--- src/rtl/cmlro_pkg.sv ---
// constants and types shared by the move, logic and return execute block
`default_nettype none
package cmlro_pkg;
  localparam int CMLRO_DATA_W   = 8;
  localparam int CMLRO_ADDR_W   = 7;
  localparam int CMLRO_RF_DEPTH = 128;
  localparam int CMLRO_PC_W     = 13;
  localparam int CMLRO_STK_DEPTH = 8;
  localparam int CMLRO_SP_W     = 3;

  localparam logic [CMLRO_DATA_W-1:0] CMLRO_ACC_RST  = 8'h00;
  localparam logic [CMLRO_DATA_W-1:0] CMLRO_RF_RST   = 8'h00;
  localparam logic [CMLRO_PC_W-1:0]   CMLRO_PC_RST   = 13'h0000;
  localparam logic [CMLRO_PC_W-1:0]   CMLRO_PC_STEP  = 13'h0001;
  localparam logic [CMLRO_SP_W-1:0]   CMLRO_SP_RST   = 3'h0;
  localparam logic [CMLRO_SP_W-1:0]   CMLRO_SP_STEP  = 3'h1;
  localparam logic [CMLRO_DATA_W-1:0] CMLRO_ZERO_VAL = 8'h00;
  localparam int                      CMLRO_ROT_MSB  = 7;

  // destination select carried by register-file instructions
  localparam logic CMLRO_DEST_ACC = 1'b0;
  localparam logic CMLRO_DEST_REG = 1'b1;

  typedef enum logic [2:0] {
    CMLRO_OP_NO_OPERATION        = 3'h0,
    CMLRO_OP_OR_ACC_WITH_REG     = 3'h1,
    CMLRO_OP_MOVE_ACC_TO_REG     = 3'h2,
    CMLRO_OP_MOVE_REG_TO_DEST    = 3'h3,
    CMLRO_OP_ROTATE_RIGHT        = 3'h4,
    CMLRO_OP_RETURN_FROM_INT     = 3'h5,
    CMLRO_OP_RETURN_WITH_LITERAL = 3'h6,
    CMLRO_OP_RETURN_FROM_SUB     = 3'h7
  } cmlro_op_t;

  // one-hot sequencer: execute, or burn the second cycle of a return
  typedef enum logic [1:0] {
    CMLRO_ST_EXEC  = 2'b01,
    CMLRO_ST_FLUSH = 2'b10
  } cmlro_state_t;

  typedef struct packed {
    cmlro_state_t                                       st;
    logic [CMLRO_DATA_W-1:0]                            acc;
    logic                                               zero;
    logic                                               carry;
    logic                                               int_en;
    logic [CMLRO_PC_W-1:0]                              pc;
    logic [CMLRO_SP_W-1:0]                              sp;
    logic [CMLRO_STK_DEPTH-1:0][CMLRO_PC_W-1:0]         stk;
    logic [CMLRO_RF_DEPTH-1:0][CMLRO_DATA_W-1:0]        rf;
    logic [CMLRO_DATA_W-1:0]                            peek;
  } cmlro_regs_t;
endpackage
`default_nettype wire

--- src/rtl/cmlro_alu.sv ---
// combinational datapath: result, write enables and flag updates per opcode
`default_nettype none
module cmlro_alu
  import cmlro_pkg::*;
(
  input  wire cmlro_op_t               op,
  input  wire logic                    dest,
  input  wire logic [CMLRO_DATA_W-1:0] acc,
  input  wire logic [CMLRO_DATA_W-1:0] fval,
  input  wire logic [CMLRO_DATA_W-1:0] lit,
  input  wire logic                    carry_in,
  output logic      [CMLRO_DATA_W-1:0] res,
  output logic                         wr_acc,
  output logic                         wr_reg,
  output logic                         zero_upd,
  output logic                         carry_upd,
  output logic                         carry_new
);
  logic to_reg;

  // destination bit steers the write of every dual-destination opcode
  assign to_reg = (dest == CMLRO_DEST_REG); // RL2

  always_comb begin
    res       = CMLRO_ZERO_VAL;
    wr_acc    = 1'b0;
    wr_reg    = 1'b0;
    zero_upd  = 1'b0;
    carry_upd = 1'b0;
    carry_new = carry_in;
    case (op)
      CMLRO_OP_OR_ACC_WITH_REG: begin
        res      = acc | fval; // RL1
        wr_acc   = !to_reg;
        wr_reg   = to_reg;
        zero_upd = 1'b1; // RL1
      end
      CMLRO_OP_MOVE_ACC_TO_REG: begin
        res    = acc; // RL3
        wr_reg = 1'b1;
      end
      CMLRO_OP_MOVE_REG_TO_DEST: begin
        res      = fval; // RL4
        wr_acc   = !to_reg;
        wr_reg   = to_reg;
        zero_upd = 1'b1; // RL5
      end
      CMLRO_OP_ROTATE_RIGHT: begin
        res       = {carry_in, fval[CMLRO_ROT_MSB:1]}; // RL10
        carry_new = fval[0]; // RL10
        carry_upd = 1'b1; // RL9
        wr_acc    = !to_reg;
        wr_reg    = to_reg;
      end
      CMLRO_OP_RETURN_WITH_LITERAL: begin
        res    = lit; // RL7
        wr_acc = 1'b1;
      end
      default: begin
        res = CMLRO_ZERO_VAL; // no data effect for no-op and plain returns
      end
    endcase
  end
endmodule
`default_nettype wire

--- src/rtl/cmlro_core.sv ---
// execute unit for logic, move, rotate, no-op and stack return instructions
`default_nettype none
// How it works
// RL1: or accumulator with register, zero flag only
// RL2: destination bit zero accumulator, one register
// RL3: accumulator copied to register, flags untouched
// RL4: register value moved unchanged to destination
// RL5: register move sets zero from moved value
// RL6: interrupt return pops pc, sets interrupt enable
// RL7: literal return loads accumulator, pops, two cycles
// RL8: subroutine return pops pc, two cycles
// RL9: rotate right through carry, carry flag only
// RL10: old carry into bit seven, bit zero out
// RL11: no-op one cycle, only advances pc
module cmlro_core
  import cmlro_pkg::*;
(
  input  wire logic                    clk,
  input  wire logic                    resetn,
  input  wire logic                    ce,
  input  wire logic                    instr_valid,
  input  wire cmlro_op_t               instr_op,
  input  wire logic [CMLRO_ADDR_W-1:0] instr_addr,
  input  wire logic                    instr_dest,
  input  wire logic [CMLRO_DATA_W-1:0] instr_lit,
  output logic                         instr_ready,
  input  wire logic                    stack_push,
  input  wire logic [CMLRO_PC_W-1:0]   stack_push_pc,
  input  wire logic                    int_enable_clear,
  input  wire logic [CMLRO_ADDR_W-1:0] peek_addr,
  output logic      [CMLRO_DATA_W-1:0] peek_data,
  output logic      [CMLRO_DATA_W-1:0] acc,
  output logic                         zero_flag,
  output logic                         carry_flag,
  output logic                         global_interrupt_enable,
  output logic      [CMLRO_PC_W-1:0]   pc,
  output logic      [CMLRO_SP_W-1:0]   stack_depth,
  output logic      [CMLRO_PC_W-1:0]   stack_top_entry
);
  cmlro_regs_t             r_r;
  cmlro_regs_t             r_nxt;
  logic [CMLRO_DATA_W-1:0] fval;
  logic [CMLRO_DATA_W-1:0] res;
  logic                    wr_acc;
  logic                    wr_reg;
  logic                    zero_upd;
  logic                    carry_upd;
  logic                    carry_new;
  logic [CMLRO_SP_W-1:0]   sp_pop;
  logic                    take;
  logic                    is_return;

  // operand fetch and pop index; stack wraps like a ring of eight
  assign fval   = r_r.rf[instr_addr];
  assign sp_pop = r_r.sp - CMLRO_SP_STEP;

  // a pending push holds off new instructions so the two never collide
  assign instr_ready = (r_r.st == CMLRO_ST_EXEC) && !stack_push;
  assign take        = ce && instr_valid && instr_ready;
  assign is_return   = (instr_op == CMLRO_OP_RETURN_FROM_INT)
                    || (instr_op == CMLRO_OP_RETURN_WITH_LITERAL)
                    || (instr_op == CMLRO_OP_RETURN_FROM_SUB);

  cmlro_alu u_alu (
    .op        (instr_op),
    .dest      (instr_dest),
    .acc       (r_r.acc),
    .fval      (fval),
    .lit       (instr_lit),
    .carry_in  (r_r.carry),
    .res       (res),
    .wr_acc    (wr_acc),
    .wr_reg    (wr_reg),
    .zero_upd  (zero_upd),
    .carry_upd (carry_upd),
    .carry_new (carry_new)
  );

  // next-state: everything freezes while ce is low
  always_comb begin
    r_nxt = r_r;
    if (ce) begin
      r_nxt.peek = r_r.rf[peek_addr];
      case (r_r.st)
        CMLRO_ST_EXEC: begin
          if (stack_push) begin
            r_nxt.stk[r_r.sp] = stack_push_pc;
            r_nxt.sp          = r_r.sp + CMLRO_SP_STEP;
          end else if (instr_valid) begin
            if (wr_acc) begin
              r_nxt.acc = res; // RL2
            end
            if (wr_reg) begin
              r_nxt.rf[instr_addr] = res; // RL2
            end
            if (zero_upd) begin
              r_nxt.zero = (res == CMLRO_ZERO_VAL); // RL5
            end
            if (carry_upd) begin
              r_nxt.carry = carry_new; // RL9
            end
            if (is_return) begin
              r_nxt.sp = sp_pop; // RL8
              r_nxt.pc = r_r.stk[sp_pop]; // RL8
              r_nxt.st = CMLRO_ST_FLUSH; // RL7
            end else begin
              r_nxt.pc = r_r.pc + CMLRO_PC_STEP; // RL11
            end
          end
        end
        CMLRO_ST_FLUSH: begin
          r_nxt.st = CMLRO_ST_EXEC; // RL8
        end
        default: begin
          r_nxt.st = CMLRO_ST_EXEC;
        end
      endcase
      // the return's set beats an external clear in the same cycle
      if (int_enable_clear) begin
        r_nxt.int_en = 1'b0;
      end
      if (take && (instr_op == CMLRO_OP_RETURN_FROM_INT)) begin
        r_nxt.int_en = 1'b1; // RL6
      end
    end
  end

  // whole state in one register; register file is cleared at reset
  always_ff @(posedge clk or negedge resetn) begin
    if (!resetn) begin
      r_r.st    <= CMLRO_ST_EXEC;
      r_r.acc   <= CMLRO_ACC_RST;
      r_r.zero  <= 1'b0;
      r_r.carry <= 1'b0;
      r_r.int_en <= 1'b0;
      r_r.pc    <= CMLRO_PC_RST;
      r_r.sp    <= CMLRO_SP_RST;
      r_r.stk   <= '0;
      r_r.rf    <= '0;
      r_r.peek  <= CMLRO_RF_RST;
    end else begin
      r_r <= r_nxt;
    end
  end

  // visible state straight from flops, except stack top, muxed from stk by sp_pop
  assign peek_data               = r_r.peek;
  assign acc                     = r_r.acc;
  assign zero_flag               = r_r.zero;
  assign carry_flag              = r_r.carry;
  assign global_interrupt_enable = r_r.int_en;
  assign pc                      = r_r.pc;
  assign stack_depth             = r_r.sp;
  assign stack_top_entry         = r_r.stk[sp_pop];
endmodule
`default_nettype wire

--- config.mk ---
export PLATFORM = sky130hd
export DESIGN_NAME = cmlro_core
export DESIGN_NICKNAME = d
export VERILOG_FILES = /design/src/rtl/cmlro_pkg.sv /design/src/rtl/cmlro_alu.sv /design/src/rtl/cmlro_core.sv
export SDC_FILE = /design/constraint.sdc
export NUM_CORES = 2
export LEC_CHECK = 0
export CAP_MARGIN = 0
export CORE_MARGIN = 4
export CORE_UTILIZATION = 40
export CTS_CLUSTER_DIAMETER = 50
export DETAILED_ROUTE_END_ITERATION = 8
export DONT_BUFFER_PORTS = 1
export GPL_ROUTABILITY_DRIVEN = 0
export PLACE_DENSITY = 0.61
export SYNTH_ARGS = -nofsm -noshare
export SYNTH_HDL_FRONTEND = slang
export SYNTH_SLANG_ARGS = --single-unit
--- constraint.sdc ---
create_clock -name clk -period 3.5 [get_ports clk]
set_clock_uncertainty 0.1 [all_clocks]
set_input_delay 0.525 -clock clk [delete_from_list [all_inputs] [get_ports clk]]
set_output_delay 0.525 -clock clk [all_outputs]
set_load 0.01 [all_outputs]
[Word level (Yosys, flattened, before mapping)]
Index checks and enable logic that the tools add are counted.
W data, S select, Z words.
Storage, ports and cells
  bits of input ports: 45
  bits in registers: 1165
  logic and storage cells: 222
  output and inout bits: 49
Cells by class
  bitwise operators: 2
  $add $sub $neg: 3
  reduce and logical (&&, ||, !) cells: 25
  muxes and demuxes: 31
  equality and inequality tests: 11
  magnitude comparators: 6
Operator list (count)
  $bwmux W1024: 1
  $bmux W8 S7: 2
  $bwmux W104: 1
  $demux W8 S7: 1
  $pmux W8 S5: 1
  $bmux W13 S3: 1
  $demux W13 S3: 1
  $mux W13: 3
  $mux W8: 4
  $mux W12: 2
  $lt A7 B8 Y1 const B: 2
  $reduce_and A5 Y1: 3
  $add A13 B1 Y13 const B: 1
  $eq A3 B3 Y1 const B: 4
  $reduce_and A4 Y1: 3
  $mux W3: 3
  $logic_not A8 Y1: 1
  $lt A3 B4 Y1 const B: 2
  $or A8 B8 Y8: 1
  $ge A7 B1 Y1 const B: 1
  $mux W1: 7
  $eq A3 B2 Y1 const B: 2
  $logic_and A1 B1 Y1: 6
  $ne A2 B2 Y1 const B: 3
  other kinds (16): 22

[Longest topological paths before layout]
  depth after elaboration: 9
  gate-level depth with buffers: 17
  mapped depth without buffers: 9

[Hierarchy]
From an unflattened synthesis, not the netlist that was laid out.
Unflattened totals
  cell total of the unflattened synthesis: 4612
  area total of the unflattened synthesis: 63010.4 um^2
Modules (own cells, without submodules)
  cmlro_core: times used 1, area an instance 62647.6 um^2, seq. area each 29154.2 um^2, cells an instance 4566
  cmlro_alu: times used 1, area an instance 362.8 um^2, seq. area each 0.0 um^2, cells an instance 46

[Worst setup path after synthesis]
Ideal clock, no wire load.
  path type: input-to-reg
  start: input peek_addr[0]
  end: register r_r, in the netlist peek_data[0]
  setup time: 0.137 ns
  arrival time: 3.324 ns
  stages: 8
  buffers on the path: 3
  data required time: 3.263 ns
  setup slack: -0.061 ns
  cells stage by stage: clkbuf_1 clkbuf_1 buf_1 mux4_2 mux4_2 mux4_2 mux2i_1 a21oi_1
Between the ends
  cells in the longest elaborated chain, start to end: 2
RTL lines
  start, declared: line cmlro_core.sv:30  | input wire logic [CMLRO_ADDR_W-1:0] peek_addr,
  $bmux W8 S7: line cmlro_core.sv:83  | r_nxt.peek = r_r.rf[peek_addr];
  $mux W8 (implied by the code): line cmlro_core.sv:83
  end signal, assigned: line cmlro_core.sv:142  | r_r <= r_nxt;
  end, declared: line cmlro_core.sv:40  | cmlro_regs_t r_r;
No other way between the ends. The select of a mux whose other input is x is not followed.
A chain may end at the register's enable or synchronous reset.

[Worst setup path in the final report]
  start: input instr_addr[2]
  end: register r_r[1028] in the netlist's numbering
Between the ends
  cells in the longest elaborated chain, start to end: 5
  elaborated cells between the ends (all ways): 10
  those cells by class: 2 x order compare; 6 x mux; 1 x bitwise; 1 x reduce/logical
RTL lines
  start, declared: line cmlro_core.sv:23  | input wire logic [CMLRO_ADDR_W-1:0] instr_addr,
  $bmux W8 S7 (tied with other cells): line cmlro_core.sv:54  | assign fval = r_r.rf[instr_addr];
  $mux W8 (implied by the code) or $logic_and A1 B1 Y1 (tied branches): line cmlro_core.sv:54, cmlro_core.sv:94
  $or A8 B8 Y8 or $mux W8 (tied branches): line cmlro_alu.sv:33, cmlro_core.sv:94
  $pmux W8 S5 or $demux W8 S7 (tied branches): line cmlro_alu.sv:31, cmlro_core.sv:94
  $bwmux W1024 (*): line cmlro_core.sv:94  | r_nxt.rf[instr_addr] = res;
Mark *: on every way between the ends. The rest lies on a longest branch, timed or not. The select of a mux whose other input is x is not followed.

==> flow_summary.yaml <==
timing:
  setup_violations: 1014
  period_share_pct: 111
  period_needed_ps: 3880
  whs_ps: -635
  worst_slew_pin_slew_ps: 1340
  timing.slew.headroom_pct: 10.4
  finalHoldViolations: 236
  drv_slew: 0
  max_freq_ghz: 0.258
  finalWorstSetupSlack_ps: -383
setup_path:
  cp_slowest_cell: "nor2b_4"
  cp_cell_sequence: "nor2b_4, buf_12, o2bb2ai_1, a21oi_1, buf_4, a311oi_1, a311o_1, a32o_1, and2_1, a221oi_4, buf_12, buf_12, a21oi_1"
  slowest_delay_ps: 780
  cpMostUsedCell: "buf_12"
  cp.arrival_ps: 4470
  cp_top_family: "compound AO/OA/AOI/OAI gates"
  critPathMaxFanout: 213
  cp-end-kind: "register"
  critPathLaunchType: "input port"
  crit_type: "input port to register"
  path_buf_inv: 4
  critPathRequiredTime_ps: 4090
clocking:
  cts_buffers: 143
  htreeDepth: 4
  ctsHoldBuffers: 25
  path_clk_slew_ps: 60
  cts.sinks: 1165
  clock-root-buffer: "clkbuf_16"
  insertion_delay_ps: 820
  cts_tree: "yes"
  cts_buffer_depth: 3
yosys:
  synthArstFlopShare_pct: 100
  synth_area_leaders: "dfrtp_1 (47%), mux4_2 (14%), a21oi_1 (7.3%)"
  synth_top_area_share_pct: 46.8
  syn_nets: 5548
  netlist.top_cell.by_area: "dfrtp_1"
  ys_warn_count: 0
  synth-main-ff-cell: "dfrtp_1"
  synth_area_per_cell_sq_um: 11.3
  yosys_register_bits: 1165
  seq_area_frac_synth_pct: 46.8
  synth_edf_count: 0
  yosysUniqueCellTypes: 91
  syn_area_sq_um: 62300
  synthCells: 5500
floorplanning:
  dieArea_sq_um: 162000
  core-area_sq_um: 154000
  io_pins: 94
  start_util_pct: 40.3
  rows: 144
  die_w_microns: 403
  die-height_microns: 403
grt:
  grt_pass1_wl_mm: 336
  antenna_found_initial: 17
  grt_use_total_pct: 27.8
  grt_max_degree: 282
  grt_pass1_vias: 48300
  grt_overflow: 0
place:
  placed_area_sq_um: 67200
  dpl_worst_slack_ps: -834
  hpwlAfterDp_mm: 150
  port-buffer-count: 0
pwr:
  total_power_mw: 36.5
  p_leak_nw: 32.0
  ir_drop_mv: 0.546
  power.density_nw_per_um2: 501
route:
  vias_per_cell: 6.30
  ant_nets: 0
  drcViolationCount: 0
  wl_per_cell_microns: 29.2
  routed_wl_mm: 229
  dr.first_iter.drc_count: 6922
  dr.pass1.iters: 7
  vias: 49500
final_layout:
  layout_common_cells: "dfrtp_1 (1162), nor2_1 (1112), a21oi_1 (902)"
  final_common_cell: "dfrtp_1"
  layout-drive-gt1-share_pct: 28.8
  area_delta_synth_final_pct: 16.8
  stdcell_area_sq_um: 72700
  nets: 5744
outcome:
  violations: "negative hold slack, negative setup slack"
  status: "finished with violations"
worst_hold_path:
  hold_class: "input port to asynchronous set/reset pin"
job:
  drv_cap: 0
## metrics by stage
step	util, %	TNS, ps	cells
global route	47.1	-543	7856
floorplan	-	0	5500
finish	47.1	-201030	7859
CTS	47.0	0	7852
detailed placement	43.5	-605660	7565
global placement	43.5	-569210	7563
## registers in the layout, indices dropped and copies added, names as in the netlist
name / flops
carry_flag: 1
acc: 8
stack_depth: 3
global_interrupt_enable: 1
peek_data: 8
r_r: 1130
pc: 13
zero_flag: 1
## Yosys cell counts, drive strengths merged (9+ instances only)
cell type and number:
a211oi 24, a21oi 1003, a221o 31, a221oi 117
a22o 19, a22oi 53, a31oi 10, and3 9
buf 284, clkbuf 262, dfrtp 1164, inv 11
mux2 328, mux2i 180, mux4 391, nand2 106
nand2b 11, nand3 16, nor2 1116, nor2b 19
nor3 17, nor4 9, o211ai 16, o21ai 98
o221ai 12, o22ai 25, o2bb2ai 44
## timing repair
| action | in CTS | in global routing |
|---|---|---|
| setup endpoints to repair | 399 | 837 |
| endpoints found under the hold margin | 352 | 288 |
| pin swaps | 1 | 3 |
| gates resized for setup | 4 | 14 |
| setup buffers | 1 | 2 |
| cloned | 0 | 1 |
## path summary, 6_finish.rpt
| kind | start | to | slack (ps) | depth (start not counted) |
|---|---|---|---|---|
| max in group asynchronous | resetn | r_r[783] | 470 | 5 |
| min reg2reg | r_r[1163] | r_r[1163] | 390 | 2 |
| max | instr_addr[2] | r_r[1028] | -380 | 13 |
| min | resetn | r_r[108] | -630 | 0 |
| min in group clk | instr_op[1] | r_r[1164] | 30 | 3 |
| max reg2reg | r_r[35] | r_r[731] | 50 | 11 |
## cells by family (layout without fill, tap and decap cells)
logic type	after synthesis	count (layout)	synth area share (%)
buffers and inverters	558	870	4.95
xor gates and xnor gates	5	5	0.0703
DFF	1165	1165	46.8
adders and majority gates	3	3	0.0603
other	0	3	0
and+or+nand+nor	1335	1335	8.53
AOI/OAI and AO/OA	1535	1535	16.6
muxes	899	899	23.0
## routing by layer
layer | wire [microns] | track usage [%]
met1 | 88300 | 36.6
met2 | 99700 | 40.8
met3 | 28200 | 9.49
met4 | 13000 | 14.2
met5 | 135 | 0
## power by group
part	internal [mW]	total, mW	switching [mW]
registers	14.3	15.0	0.681
clock network	9.30	15.7	6.42
logic	2.63	5.70	3.07
total	26.3	36.5	10.2
## cell type report
cell class / instances / area (sq um)
fill: 13900 / 81700
multi-input combinational: 3777 / 30300
sequential: 1165 / 29200
timing repair buffer: 597 / 5680
clock buffer: 183 / 4020
tap: 2044 / 2560
clock inverter: 78 / 1020
inverter: 12 / 46.3
antenna: 3 / 7.51
Power figures use the tool's default switching activity.
